$ cat src/logic/vaac_pkg.sv
// Package for the vector axis address counters: widths, reset values, carriers.
// Assumes a single 50 MHz board clock and a synchronous active-low reset.
package vaac_pkg;

  localparam int unsigned VERT_W       = 12;
  localparam int unsigned PIX_W        = 5;
  localparam int unsigned WORD_W       = 8;
  localparam int unsigned DBUS_W       = 16;
  localparam int unsigned MP_W         = 5;
  localparam int unsigned PIPE_DEPTH   = 2;
  localparam int unsigned SCISSOR_BITS = 3;
  localparam logic [4:0]  PIX_MAX      = 5'h13;
  localparam logic [4:0]  PIX_MIN      = 5'h00;
  localparam int unsigned WORD_LSB     = 8;
  localparam int unsigned DIR_H_BIT    = 0;
  localparam int unsigned DIR_V_BIT    = 1;
  localparam logic [11:0] VERT_RST     = 12'h000;
  localparam logic [4:0]  PIX_RST      = 5'h00;
  localparam logic [7:0]  WORD_RST     = 8'h00;
  localparam logic [2:0]  SELFTEST_VAL = 3'h0;
  localparam logic [3:0]  ADDR_VPOS    = 4'h0;
  localparam logic [3:0]  ADDR_VDELTA  = 4'h1;
  localparam logic [3:0]  ADDR_HORIZ   = 4'h2;
  localparam logic [3:0]  ADDR_AXIS    = 4'h3;

  typedef struct packed {
    logic [VERT_W-1:0] vert_addr;
    logic [PIX_W-1:0]  pix_addr;
    logic [WORD_W-1:0] word_addr;
  } vaac_addr_t;

  typedef struct packed {
    logic [VERT_W-1:0]     vpos_r;
    logic [VERT_W-1:0]     vdelta_r;
    logic [PIX_W-1:0]      pix_r;
    logic [WORD_W-1:0]     word_r;
    logic [PIX_W-1:0]      pix_buf_r;
    logic [WORD_W-1:0]     word_buf_r;
    logic                  hdir_n_r;
    logic                  vdir_n_r;
    vaac_addr_t [PIPE_DEPTH-1:0] pipe_r;
    logic [MP_W-1:0]       mp_d_r;
    logic                  vrq_d_r;
    logic [1:0]            mode_d1_r;
    logic [1:0]            mode_d2_r;
    logic [DBUS_W-1:0]     rdata_r;
  } vaac_state_t;

endpackage

$ cat src/logic/vaac_top.sv
// Vertical and horizontal address counters of the raster vector generator.
// Assumes firmware on a plain register port and a microcoded state controller
// driving active-low enables; inputs are synchronous to I_MCLK.
// Functional notes
// Two twelve-bit vertical counters, bus loadable/readable
// Firmware reads vertical counters only when idle
// Position counts when enabled, direction from sign
// Delta has own enable, shares direction
// Shared vertical bus, select picks driver
// Idle default position; read strobe drives data
// Delta read borrows bus for one cycle
// Two-cycle address pipeline, output enable gated
// Vertical in-range when top three bits zero
// Pixel counter five bits, wraps modulo 20
// Pixel carry feeds eight-bit word counter
// Horizontal in-range from word top bits
// Buffers hold last written value for reload
// Write strobe or reload loads counters
// Microcode never loads and counts pixel together
// Pixel LSB toggles, holds, or loads
// LSB carry low: 1 up, 0 down
// Pixel carry low at 13h up/00h down
// Horizontal read drives pixel plus self-test bits
// Select chooses pixel counter or mask file
// Mask/pixel, request delayed one; mode two
// Word counter on upper bits, own enable
// Direction bits from axis control data bits
// Everything clears on reset
//
// The strobed register port and the register addresses were chosen for this implementation.
`timescale 1ns/1ns
module vaac_top (
  input  wire logic                         I_MCLK,
  input  wire logic                         I_RESETN,
  input  wire logic [3:0]                   I_ADDR,
  input  wire logic [vaac_pkg::DBUS_W-1:0]  I_WDATA,
  input  wire logic                         I_WR,
  input  wire logic                         I_RD,
  output logic      [vaac_pkg::DBUS_W-1:0]  O_RDATA,
  input  wire logic                         I_VERT_COUNT_ENABLE_N,
  input  wire logic                         I_VERT_DELTA_ENABLE_N,
  input  wire logic                         I_VERT_BUS_SELECT,
  input  wire logic                         I_CTRL_BUSY,
  input  wire logic                         I_HORIZ_RELOAD_N,
  input  wire logic                         I_PIXEL_COUNT_ENABLE_N,
  input  wire logic                         I_WORD_COUNT_ENABLE_N,
  input  wire logic                         I_PIXEL_OR_MASK_SELECT,
  input  wire logic [vaac_pkg::MP_W-1:0]    I_MASK_FILE_N,
  input  wire logic                         I_VIDEO_REQUEST_N,
  input  wire logic [1:0]                   I_PLANE_MODE_IN_N,
  input  wire logic                         I_ADDR_OUTPUT_ENABLE_N,
  output logic      [vaac_pkg::VERT_W-1:0]  O_VERT_ADDR_BUS_N,
  output logic      [vaac_pkg::VERT_W-1:0]  O_VERT_ADDR_BUS_OE_N,
  output logic      [vaac_pkg::PIX_W-1:0]   O_HORIZ_ADDR_BUS_N,
  output logic      [vaac_pkg::WORD_W-1:0]  O_WORD_ADDR_BUS_N,
  output logic                              O_HORIZ_ADDR_BUS_OE_N,
  output logic                              O_VERT_IN_RANGE,
  output logic                              O_HORIZ_IN_RANGE,
  output logic                              O_PIXEL_CARRY_OUT_N,
  output logic                              O_WORD_CARRY_OUT_N,
  output logic      [vaac_pkg::MP_W-1:0]    O_MASK_PIXEL_LINE_N,
  output logic                              O_VIDEO_REQUEST_N,
  output logic      [1:0]                   O_PLANE_MODE_OUT_N,
  output logic      [vaac_pkg::VERT_W-1:0]  O_VERT_BUS
);

  // ==========================================================
  // Register port decode
  vaac_pkg::vaac_state_t st_r;
  vaac_pkg::vaac_state_t st_nxt;

  logic wr_vpos;
  logic wr_vdlt;
  logic horiz_write_strobe_n;
  logic wr_axis;
  logic vert_pos_read_strobe_n;
  logic vert_delta_read_strobe_n;
  logic horiz_read_strobe_n;

  // Strobes exist only for the one cycle the port request stands
  always_comb begin
    wr_vpos                  = 1'b0;
    wr_vdlt                  = 1'b0;
    horiz_write_strobe_n     = 1'b1;
    wr_axis                  = 1'b0;
    vert_pos_read_strobe_n   = 1'b1;
    vert_delta_read_strobe_n = 1'b1;
    horiz_read_strobe_n      = 1'b1;
    case (I_ADDR)
      vaac_pkg::ADDR_VPOS: begin
        wr_vpos                = I_WR;
        vert_pos_read_strobe_n = !I_RD;
      end
      vaac_pkg::ADDR_VDELTA: begin
        wr_vdlt                  = I_WR;
        vert_delta_read_strobe_n = !I_RD;
      end
      vaac_pkg::ADDR_HORIZ: begin
        horiz_write_strobe_n = !I_WR;
        horiz_read_strobe_n  = !I_RD;
      end
      vaac_pkg::ADDR_AXIS: begin
        wr_axis = I_WR;
      end
      default: begin
      end
    endcase
  end

  // ==========================================================
  // Shared vertical bus and decodes
  logic                        vert_pick_pos;
  logic [vaac_pkg::VERT_W-1:0] vert_bus;
  logic                        vert_count_up;
  logic                        horiz_count_up;
  logic                        horiz_buffer_enable;
  logic                        horiz_counter_load_n;
  logic                        lsb_carry_n;
  logic                        pixel_carry_out_n;
  logic                        word_carry_out_n;
  logic [vaac_pkg::MP_W-1:0]   mp_src;
  logic [vaac_pkg::VERT_W-1:0] vpos_step;
  logic [vaac_pkg::VERT_W-1:0] vdelta_step;
  logic                        pix_at_end;
  logic [3:0]                  pix_upper_step;
  logic [vaac_pkg::PIX_W-1:0]  pix_load_val;
  logic                        word_at_end;
  logic [vaac_pkg::WORD_W-1:0] word_step;
  logic [vaac_pkg::WORD_W-1:0] word_load_val;

  always_comb begin
    if (I_CTRL_BUSY) begin
      vert_pick_pos = I_VERT_BUS_SELECT;
    end else begin
      vert_pick_pos = vert_delta_read_strobe_n;
    end
  end

  // Tristate sharing becomes a multiplexer: exactly one counter on the bus
  always_comb begin
    if (vert_pick_pos) begin
      vert_bus = st_r.vpos_r;
    end else begin
      vert_bus = st_r.vdelta_r;
    end
  end

  assign vert_count_up  = st_r.vdir_n_r;
  assign horiz_count_up = st_r.hdir_n_r;

  assign horiz_buffer_enable  = !horiz_write_strobe_n;
  assign horiz_counter_load_n = horiz_write_strobe_n && I_HORIZ_RELOAD_N;

  assign lsb_carry_n = horiz_count_up ? !st_r.pix_r[0] : st_r.pix_r[0];

  // end of count in the current direction, qualified by the enable
  assign pixel_carry_out_n = !(!I_PIXEL_COUNT_ENABLE_N && pix_at_end);
  assign word_carry_out_n  = !(!I_WORD_COUNT_ENABLE_N && word_at_end);

  assign mp_src = I_PIXEL_OR_MASK_SELECT ? ~st_r.pix_r : I_MASK_FILE_N;

  // ==========================================================
  // Counter step values
  // Both vertical counters follow the one vertical direction bit
  always_comb begin
    if (vert_count_up) begin
      vpos_step   = st_r.vpos_r + 12'h001;
      vdelta_step = st_r.vdelta_r + 12'h001;
    end else begin
      vpos_step   = st_r.vpos_r - 12'h001;
      vdelta_step = st_r.vdelta_r - 12'h001;
    end
  end

  // Upper pixel digit only moves on the LSB carry and skips 14h..1Fh
  always_comb begin
    if (horiz_count_up) begin
      pix_at_end = (st_r.pix_r == vaac_pkg::PIX_MAX);
      if (st_r.pix_r[4:1] == vaac_pkg::PIX_MAX[4:1]) begin
        pix_upper_step = 4'h0;
      end else begin
        pix_upper_step = st_r.pix_r[4:1] + 4'h1;
      end
    end else begin
      pix_at_end = (st_r.pix_r == vaac_pkg::PIX_MIN);
      if (st_r.pix_r[4:1] == 4'h0) begin
        pix_upper_step = vaac_pkg::PIX_MAX[4:1];
      end else begin
        pix_upper_step = st_r.pix_r[4:1] - 4'h1;
      end
    end
  end

  // Word counter shares the horizontal direction bit
  always_comb begin
    if (horiz_count_up) begin
      word_at_end = (st_r.word_r == 8'hFF);
      word_step   = st_r.word_r + 8'h01;
    end else begin
      word_at_end = (st_r.word_r == 8'h00);
      word_step   = st_r.word_r - 8'h01;
    end
  end

  // A firmware write beats the buffer: the counter takes the new value at once
  always_comb begin
    if (horiz_buffer_enable) begin
      pix_load_val  = I_WDATA[vaac_pkg::PIX_W-1:0];
      word_load_val = I_WDATA[vaac_pkg::WORD_LSB +: vaac_pkg::WORD_W];
    end else begin
      pix_load_val  = st_r.pix_buf_r;
      word_load_val = st_r.word_buf_r;
    end
  end

  // ==========================================================
  // Next-state logic
  always_comb begin
    st_nxt = st_r;


    // A counter write beats its count enable in the same cycle
    if (wr_vpos) begin
      st_nxt.vpos_r = I_WDATA[vaac_pkg::VERT_W-1:0];
    end else if (!I_VERT_COUNT_ENABLE_N) begin
      st_nxt.vpos_r = vpos_step;
    end
    if (wr_vdlt) begin
      st_nxt.vdelta_r = I_WDATA[vaac_pkg::VERT_W-1:0];
    end else if (!I_VERT_DELTA_ENABLE_N) begin
      st_nxt.vdelta_r = vdelta_step;
    end


    if (wr_axis) begin
      st_nxt.hdir_n_r = I_WDATA[vaac_pkg::DIR_H_BIT];
      st_nxt.vdir_n_r = I_WDATA[vaac_pkg::DIR_V_BIT];
    end


    if (horiz_buffer_enable) begin
      st_nxt.pix_buf_r  = I_WDATA[vaac_pkg::PIX_W-1:0];
      st_nxt.word_buf_r = I_WDATA[vaac_pkg::WORD_LSB +: vaac_pkg::WORD_W];
    end


    // Load wins should microcode ever overlap load and count
    if (!horiz_counter_load_n) begin
      st_nxt.pix_r = pix_load_val;
    end else if (!I_PIXEL_COUNT_ENABLE_N) begin
      st_nxt.pix_r[0] = !st_r.pix_r[0];
      if (!lsb_carry_n) begin
        st_nxt.pix_r[4:1] = pix_upper_step;
      end
    end


    if (!horiz_counter_load_n) begin
      st_nxt.word_r = word_load_val;
    end else if (!I_WORD_COUNT_ENABLE_N && !pixel_carry_out_n) begin
      st_nxt.word_r = word_step;
    end


    st_nxt.pipe_r[0].vert_addr = vert_bus;
    st_nxt.pipe_r[0].pix_addr  = st_r.pix_r;
    st_nxt.pipe_r[0].word_addr = st_r.word_r;
    for (int s = 1; s < vaac_pkg::PIPE_DEPTH; s++) begin
      st_nxt.pipe_r[s] = st_r.pipe_r[s-1];
    end


    st_nxt.mp_d_r    = mp_src;
    st_nxt.vrq_d_r   = I_VIDEO_REQUEST_N;
    st_nxt.mode_d1_r = I_PLANE_MODE_IN_N;
    st_nxt.mode_d2_r = st_r.mode_d1_r;


    // Read data stand for one cycle and are zero otherwise
    st_nxt.rdata_r = '0;
    if (!vert_pos_read_strobe_n) begin
      st_nxt.rdata_r[vaac_pkg::VERT_W-1:0] = vert_bus;
    end
    if (!vert_delta_read_strobe_n) begin
      st_nxt.rdata_r[vaac_pkg::VERT_W-1:0] = vert_bus;
    end
    if (!horiz_read_strobe_n) begin
      st_nxt.rdata_r[vaac_pkg::PIX_W-1:0] = st_r.pix_r;
      st_nxt.rdata_r[7:5] = vaac_pkg::SELFTEST_VAL;
      st_nxt.rdata_r[vaac_pkg::WORD_LSB +: vaac_pkg::WORD_W] = st_r.word_r;
    end
  end

  // ==========================================================
  // State register
  always_ff @(posedge I_MCLK) begin
    if (!I_RESETN) begin
      st_r <= '0;
    end else begin
      st_r <= st_nxt;
    end
  end

  // ==========================================================
  // Scissoring decodes: memory cycles only while the top bits are zero
  logic vert_in_range;
  logic horiz_in_range;

  assign vert_in_range  = (vert_bus[11:9] == 3'h0);
  assign horiz_in_range = (st_r.word_r[7:5] == 3'h0);

  // ==========================================================
  // Register port read data
  assign O_RDATA               = st_r.rdata_r;

  // ==========================================================
  // Address buses toward the bit planes, inverted; O_VERT_BUS and the output enables pass through as is
  assign O_VERT_BUS            = vert_bus;
  assign O_VERT_ADDR_BUS_N     = ~st_r.pipe_r[1].vert_addr;
  assign O_VERT_ADDR_BUS_OE_N  = {vaac_pkg::VERT_W{I_ADDR_OUTPUT_ENABLE_N}};
  assign O_HORIZ_ADDR_BUS_N    = ~st_r.pipe_r[1].pix_addr;
  assign O_WORD_ADDR_BUS_N     = ~st_r.pipe_r[1].word_addr;
  assign O_HORIZ_ADDR_BUS_OE_N = I_ADDR_OUTPUT_ENABLE_N;

  // ==========================================================
  // Scissoring and carries toward the counter control
  assign O_VERT_IN_RANGE       = vert_in_range;
  assign O_HORIZ_IN_RANGE      = horiz_in_range;
  assign O_PIXEL_CARRY_OUT_N   = pixel_carry_out_n;
  assign O_WORD_CARRY_OUT_N    = word_carry_out_n;

  // ==========================================================
  // Delayed mask/pixel lines and plane controls
  assign O_MASK_PIXEL_LINE_N   = st_r.mp_d_r;
  assign O_VIDEO_REQUEST_N     = st_r.vrq_d_r;
  assign O_PLANE_MODE_OUT_N    = st_r.mode_d2_r;

endmodule

$ cat config.mk
export PLATFORM = sky130hd
export DESIGN_NAME = vaac_top
export DESIGN_NICKNAME = d
export VERILOG_FILES = /design/src/logic/vaac_pkg.sv /design/src/logic/vaac_top.sv
export SDC_FILE = /design/constraint.sdc
export NUM_CORES = 1
export LEC_CHECK = 0
export BUFFER_PORTS_ARGS = -buffer_cell sky130_fd_sc_hd__buf_2
export CAP_MARGIN = 0
export CORE_AREA = 2 2 118 132
export CTS_CLUSTER_SIZE = 16
export DETAILED_ROUTE_END_ITERATION = 10
export DIE_AREA = 0 0 120 134
export PLACE_DENSITY = 0.66
export SYNTH_ARGS = -nofsm -noshare
export SYNTH_HDL_FRONTEND = slang
export SYNTH_SLANG_ARGS = --single-unit
$ cat constraint.sdc
create_clock -name I_MCLK -period 2.4 [get_ports I_MCLK]
set_input_delay 0.48 -clock I_MCLK [delete_from_list [all_inputs] [get_ports I_MCLK]]
set_output_delay 0.48 -clock I_MCLK [all_outputs]
set_load 0.02 [all_outputs]
Word level (Yosys, flattened, before mapping)
Index checks and enable logic that the tools add are counted.
W data, S select, Z words.

storage, ports and cells
  bits of input ports = 41
  word-level logic and storage cells = 99
  register bits after elaboration = 128
  output and inout bits = 78

operators by class
  bitwise operators = 5
  reductions and logical operators = 20
  muxes and demuxes = 33
  equality and inequality tests = 11
  add/subtract/negate cells = 8

operator list
  operator                 count
  $mux W12                 10
  $mux W8                  4
  $add A12 B1 Y12 const B  2
  $sub A12 B1 Y12 const B  2
  $mux W5                  4
  $mux W4                  4
  $not A12 Y12             1
  $mux W1                  11
  $not A5 Y5               2
  $add A8 B1 Y8 const B    1
  $eq A4 B2 Y1 const B     2
  $eq A8 B8 Y1 const B     1
  $logic_not A4 Y1         2
  $logic_not A8 Y1         1
  $not A8 Y8               1
  $sub A8 B1 Y8 const B    1
  $logic_not A1 Y1         7
  $logic_not A3 Y1         2
  $ne A2 B1 Y1 const B     3
  $eq A5 B5 Y1 const B     1
  $logic_not A5 Y1         1
  $add A4 B1 Y4 const B    1
  $eq A4 B1 Y1 const B     1
  $eq A4 B4 Y1 const B     1
  6 further kinds          11

Logic depth before layout (Yosys ltp)
  word-level depth = 7
  depth in mapped cells = 9
  gate-level depth less buffers = 8

Worst setup path before layout
OpenSTA, ideal clock, no wires.

  path kind = in2out
  start = in I_ADDR[3]
  end = out O_VERT_IN_RANGE
  setup slack = -0.225 ns
  arrival time = 2.145 ns
  path buffers = 1
  stages = 5
  data required time = 1.920 ns
  cells stage by stage = nor3b_1 -> nor4bb_1 -> a21oi_1 -> buf_2 -> o41ai_1

between the ends
  cells in the longest elaborated chain, start to end = 5

ends and longest elaborated chain
  element             RTL line         RTL
  start: declaration  vaac_top.sv:35   input wire logic [3:0] I_ADDR,
  $eq A4 B1 Y1        vaac_top.sv:89   case (I_ADDR)
  $mux W1             vaac_top.sv:89
  $mux W1             vaac_top.sv:132  if (I_CTRL_BUSY) begin
  $mux W12            vaac_top.sv:141  if (vert_pick_pos) begin
  $logic_not A3 Y1    vaac_top.sv:309  assign vert_in_range = (vert_bus[11:9] == 3'h0);
  end: declaration    vaac_top.sv:57   output logic O_VERT_IN_RANGE,

No other way between the ends.

Worst setup path in the final report
  start = in I_RD
  end = out O_VERT_BUS[10] in the netlist's numbering

between the ends
  cells in the longest elaborated chain, start to end = 4

ends and longest elaborated chain
  element             RTL line         RTL
  start: declaration  vaac_top.sv:38   input wire logic I_RD,
  $logic_not A1 Y1    vaac_top.sv:96   vert_delta_read_strobe_n = !I_RD;
  $mux W1             vaac_top.sv:89
  $mux W1             vaac_top.sv:132
  $mux W12            vaac_top.sv:141
  end: declaration    vaac_top.sv:64   output logic [vaac_pkg::VERT_W-1:0] O_VERT_BUS

No other way between the ends.

==> results.cfg <==
[clock_network]
clk_pin_slew_ns = 0.06
cts_tree = done
cts.sinks = 128
h-tree-depth = 4
cts-buffers-inserted = 17
clk_path_buf_depth = 2
cts_hold_buf = 0
clk_latency_ns = 0.41
root_buffer = clkbuf_16

[drt]
via_count = 5285
top_layer_used = met4
wl_met1_um = 7541
wl_met3_um = 797
wl_per_cell_um = 15.14
dr.pass1.iters = 5
wirelength_um = 15880
vias_per_cell = 5.038
dr_wl_met2_um = 7306
drc = 0
drt_iter0_markers = 299
ant_nets = 0

[logic_synthesis]
synth-main-ff-cell = dfxtp_1
postSynthAreaPerCell_um2 = 8.595
synth_cell_types = 63
yosysSeqAreaShare = 0.3933
yosysWarnings = 0
netlist_instances = 758
synthArstFlopShare = 0
syn_nets = 828
synth_edf_count = 0
synth-seq-cells = 128
syn-cell-area_mm2 = 0.006515

[final_layout]
n_fill_cell = 1376
syn_to_final_growth_pct = 19.99
register_area_mm2 = 0.002562
multi_input_area_mm2 = 0.003324
final_area_mm2 = 0.007818
post-route-util = 0.5296
drive_above_1_share = 0.2324
finalNonFillerCells = 1049
nNetsFinal = 909

[placed_design]
io_buffers = 104
hpwl_um = 11800
place_area_mm2 = 0.007101
place_congestion = 0.8815
dp_slack_ns = -0.1008
dp.cells = 1016

[setup_path]
arrival_ns = 1.78
cp_slowest_cell = mux2i_1
path_common_cell = buf_2
critical_path_class = primary input to primary output
cpPeakStageDelay_ns = 0.29
cp_top_family = buffers and inverters
start_kind = primary input
crit_required_ns = 1.92
rrSetupSlack_ns = 0.20
cp_num_buf_inv = 4
end_kind = primary output
cp_max_fo = 10
path_cells = buf_2 -> nor3b_4 -> nor4bb_4 -> a21oi_2 -> buf_4 -> mux2i_1 -> inv_1 -> buf_2

[timing]
final.min_clock_period_ns = 2.256
whs_ns = 0.2785
setup_ws_ns = 0.1437
slew_headroom = 0.5893
finalSetupTns_ns = 0
worstMarginPinSlew_ns = 0.6123
skew_ns = 0.009684
fin_crit_sh = 0.9401
rsz0062_at_grt = true
finalMaxSlewViolations = 0
hold_viol = 0
finalSetupViolCount = 0
max_clock_freq_mhz = 443.2

[global_route]
grt_pass1_wl_um = 25810
grt_max_degree = 33
antenna_found_initial = 1
first_global_vias = 5039
grt_overflow = 0
track_usage = 0.2028

[die]
die_h_um = 134
initial_core_util = 0.4414
ioPinCount = 119
row_count = 47
die-width_um = 120
dieArea_mm2 = 0.01608
core_area_mm2 = 0.01476

[power_and_ir_drop]
p_sw_frac = 0.3130
clock_power_share = 0.376
p_int_mw = 5.134
p_sw_mw = 2.339
ir_drop_v = 0.0005680
power_density_mw_per_mm2 = 955.9
leakagePower_nw = 3.444
power_mw = 7.473
p_seq_frac = 0.339
pwr-share-comb = 0.285

[job]
drv_cap = 0

[run_status]
run_status = complete, no violations

[hold_path]
hold_path.class = primary input to flip-flop
state kept, by name, summed over array words and instances (netlist names):
signal / count
st_r: 62
O_PLANE_MODE_OUT_N: 2
O_RDATA: 16
horiz_count_up: 1
O_MASK_PIXEL_LINE_N: 5
O_VIDEO_REQUEST_N: 1
st_nxt: 40
vert_count_up: 1
worst paths after layout:
| kind | startpoint | endpoint | cells past startpoint |
|---|---|---|---|
| setup / recovery | I_RD | O_VERT_BUS[10] | 8 |
| hold / removal | I_PLANE_MODE_IN_N[1] | st_nxt[17] | 2 |
| setup reg to reg | vert_count_up | st_r[111] | 7 |
| hold reg to reg | st_nxt[66] | st_r[66] | 1 |
kinds of logic (layout without fill, tap and decap cells):
kind of cell | Yosys count | in the layout | share of synthesized area
other | 0 | 1 | 0
xor gates and xnor gates | 30 | 30 | 0.04033
adders and majority gates | 29 | 29 | 0.05915
buffers and inverters | 136 | 230 | 0.1077
and+or+nand+nor | 229 | 229 | 0.1825
AOI/OAI and AO/OA | 178 | 178 | 0.1740
muxes | 28 | 28 | 0.04302
DFF | 128 | 128 | 0.3933
metal layers:
layer / up-vias / global-route usage
met5: - / 0
met4: 0 / 0.06405
met3: 15 / 0.04464
met2: 138 / 0.3248
met1: 2433 / 0.2723
li1: 2699 / -
placed cells by master (no fill, tap or decap), types with 25 or more instances in the layout:
cell	n
inv_1	49
a21oi_1	36
xnor2_1	25
nor2_1	35
and2_1	53
ha_1	26
o21ai_0	51
nand2_1	75
dfxtp_1	128
buf_2	103
buf_4	43
power groups by stage:
stage	registers [mW]	clock network, mW	logic (mW)
final	2.54	2.81	2.13
after global routing	2.56	2.96	2.38
after CTS	2.52	2.85	2.10
after detailed placement	2.56	0	2.07
after global placement	2.57	0	2.05
after floorplan	2.48	0	1.67
final cells by class:
class,instances,area share
antenna,1,0.0003201
tap,196,0.03137
clock inverter,13,0.02513
timing repair buffer,146,0.1072
clock buffer,19,0.05794
multi-input combinational,494,0.4253
sequential,128,0.3278
inverter,52,0.02497
synthesized netlist by cell type, types with 2 or more instances:
library cell,instances,area (um2)
o2bb2ai_1,3,26.28
o211ai_1,9,67.56
mux2i_1,28,280.3
a222oi_1,3,30.03
nand3b_1,3,22.52
nand3_1,6,30.03
and3_1,5,31.28
nor2b_1,20,125.1
a211oi_1,9,67.56
o211a_1,4,40.04
and2_1,53,331.6
a21boi_0,14,105.1
nor3_1,8,40.04
nand2_1,75,281.5
nor2_1,35,131.4
or2_2,2,12.51
clkbuf_1,30,112.6
o21ai_0,51,255.2
inv_1,51,191.4
buf_4,48,360.4
or4_1,2,15.01
buf_1,2,7.510
fa_1,3,60.06
o22ai_1,6,37.54
o21a_1,3,22.52
buf_2,3,15.01
a41oi_1,3,26.28
xor2_1,5,43.79
o21bai_1,4,30.03
nand4_1,6,37.54
xnor2_1,25,219.0
ha_1,26,325.3
or3b_1,2,17.52
a21o_1,9,67.56
a21oi_1,38,190.2
o31ai_1,5,37.54
dfxtp_1,128,2562
a31oi_1,6,37.54
what timing repair did:
action | in CTS | in global routing
pin swaps | 1 | 1
setup endpoints to repair | 14 | 20
setup buffers | 0 | 0
gates resized for setup | 3 | 13
hold endpoints to repair | 0 | 0
worst reg2reg max path, delay by kind of cell, from the launching register on:
family                   cells  cell delay, ns
flip-flops                   1            0.34
adder cells (fa/ha/maj)      1            0.30
AO/OA/AOI/OAI                5            1.40
buffers and inverters        1            0.10
No activity file was read; power rests on OpenSTA's default activity.
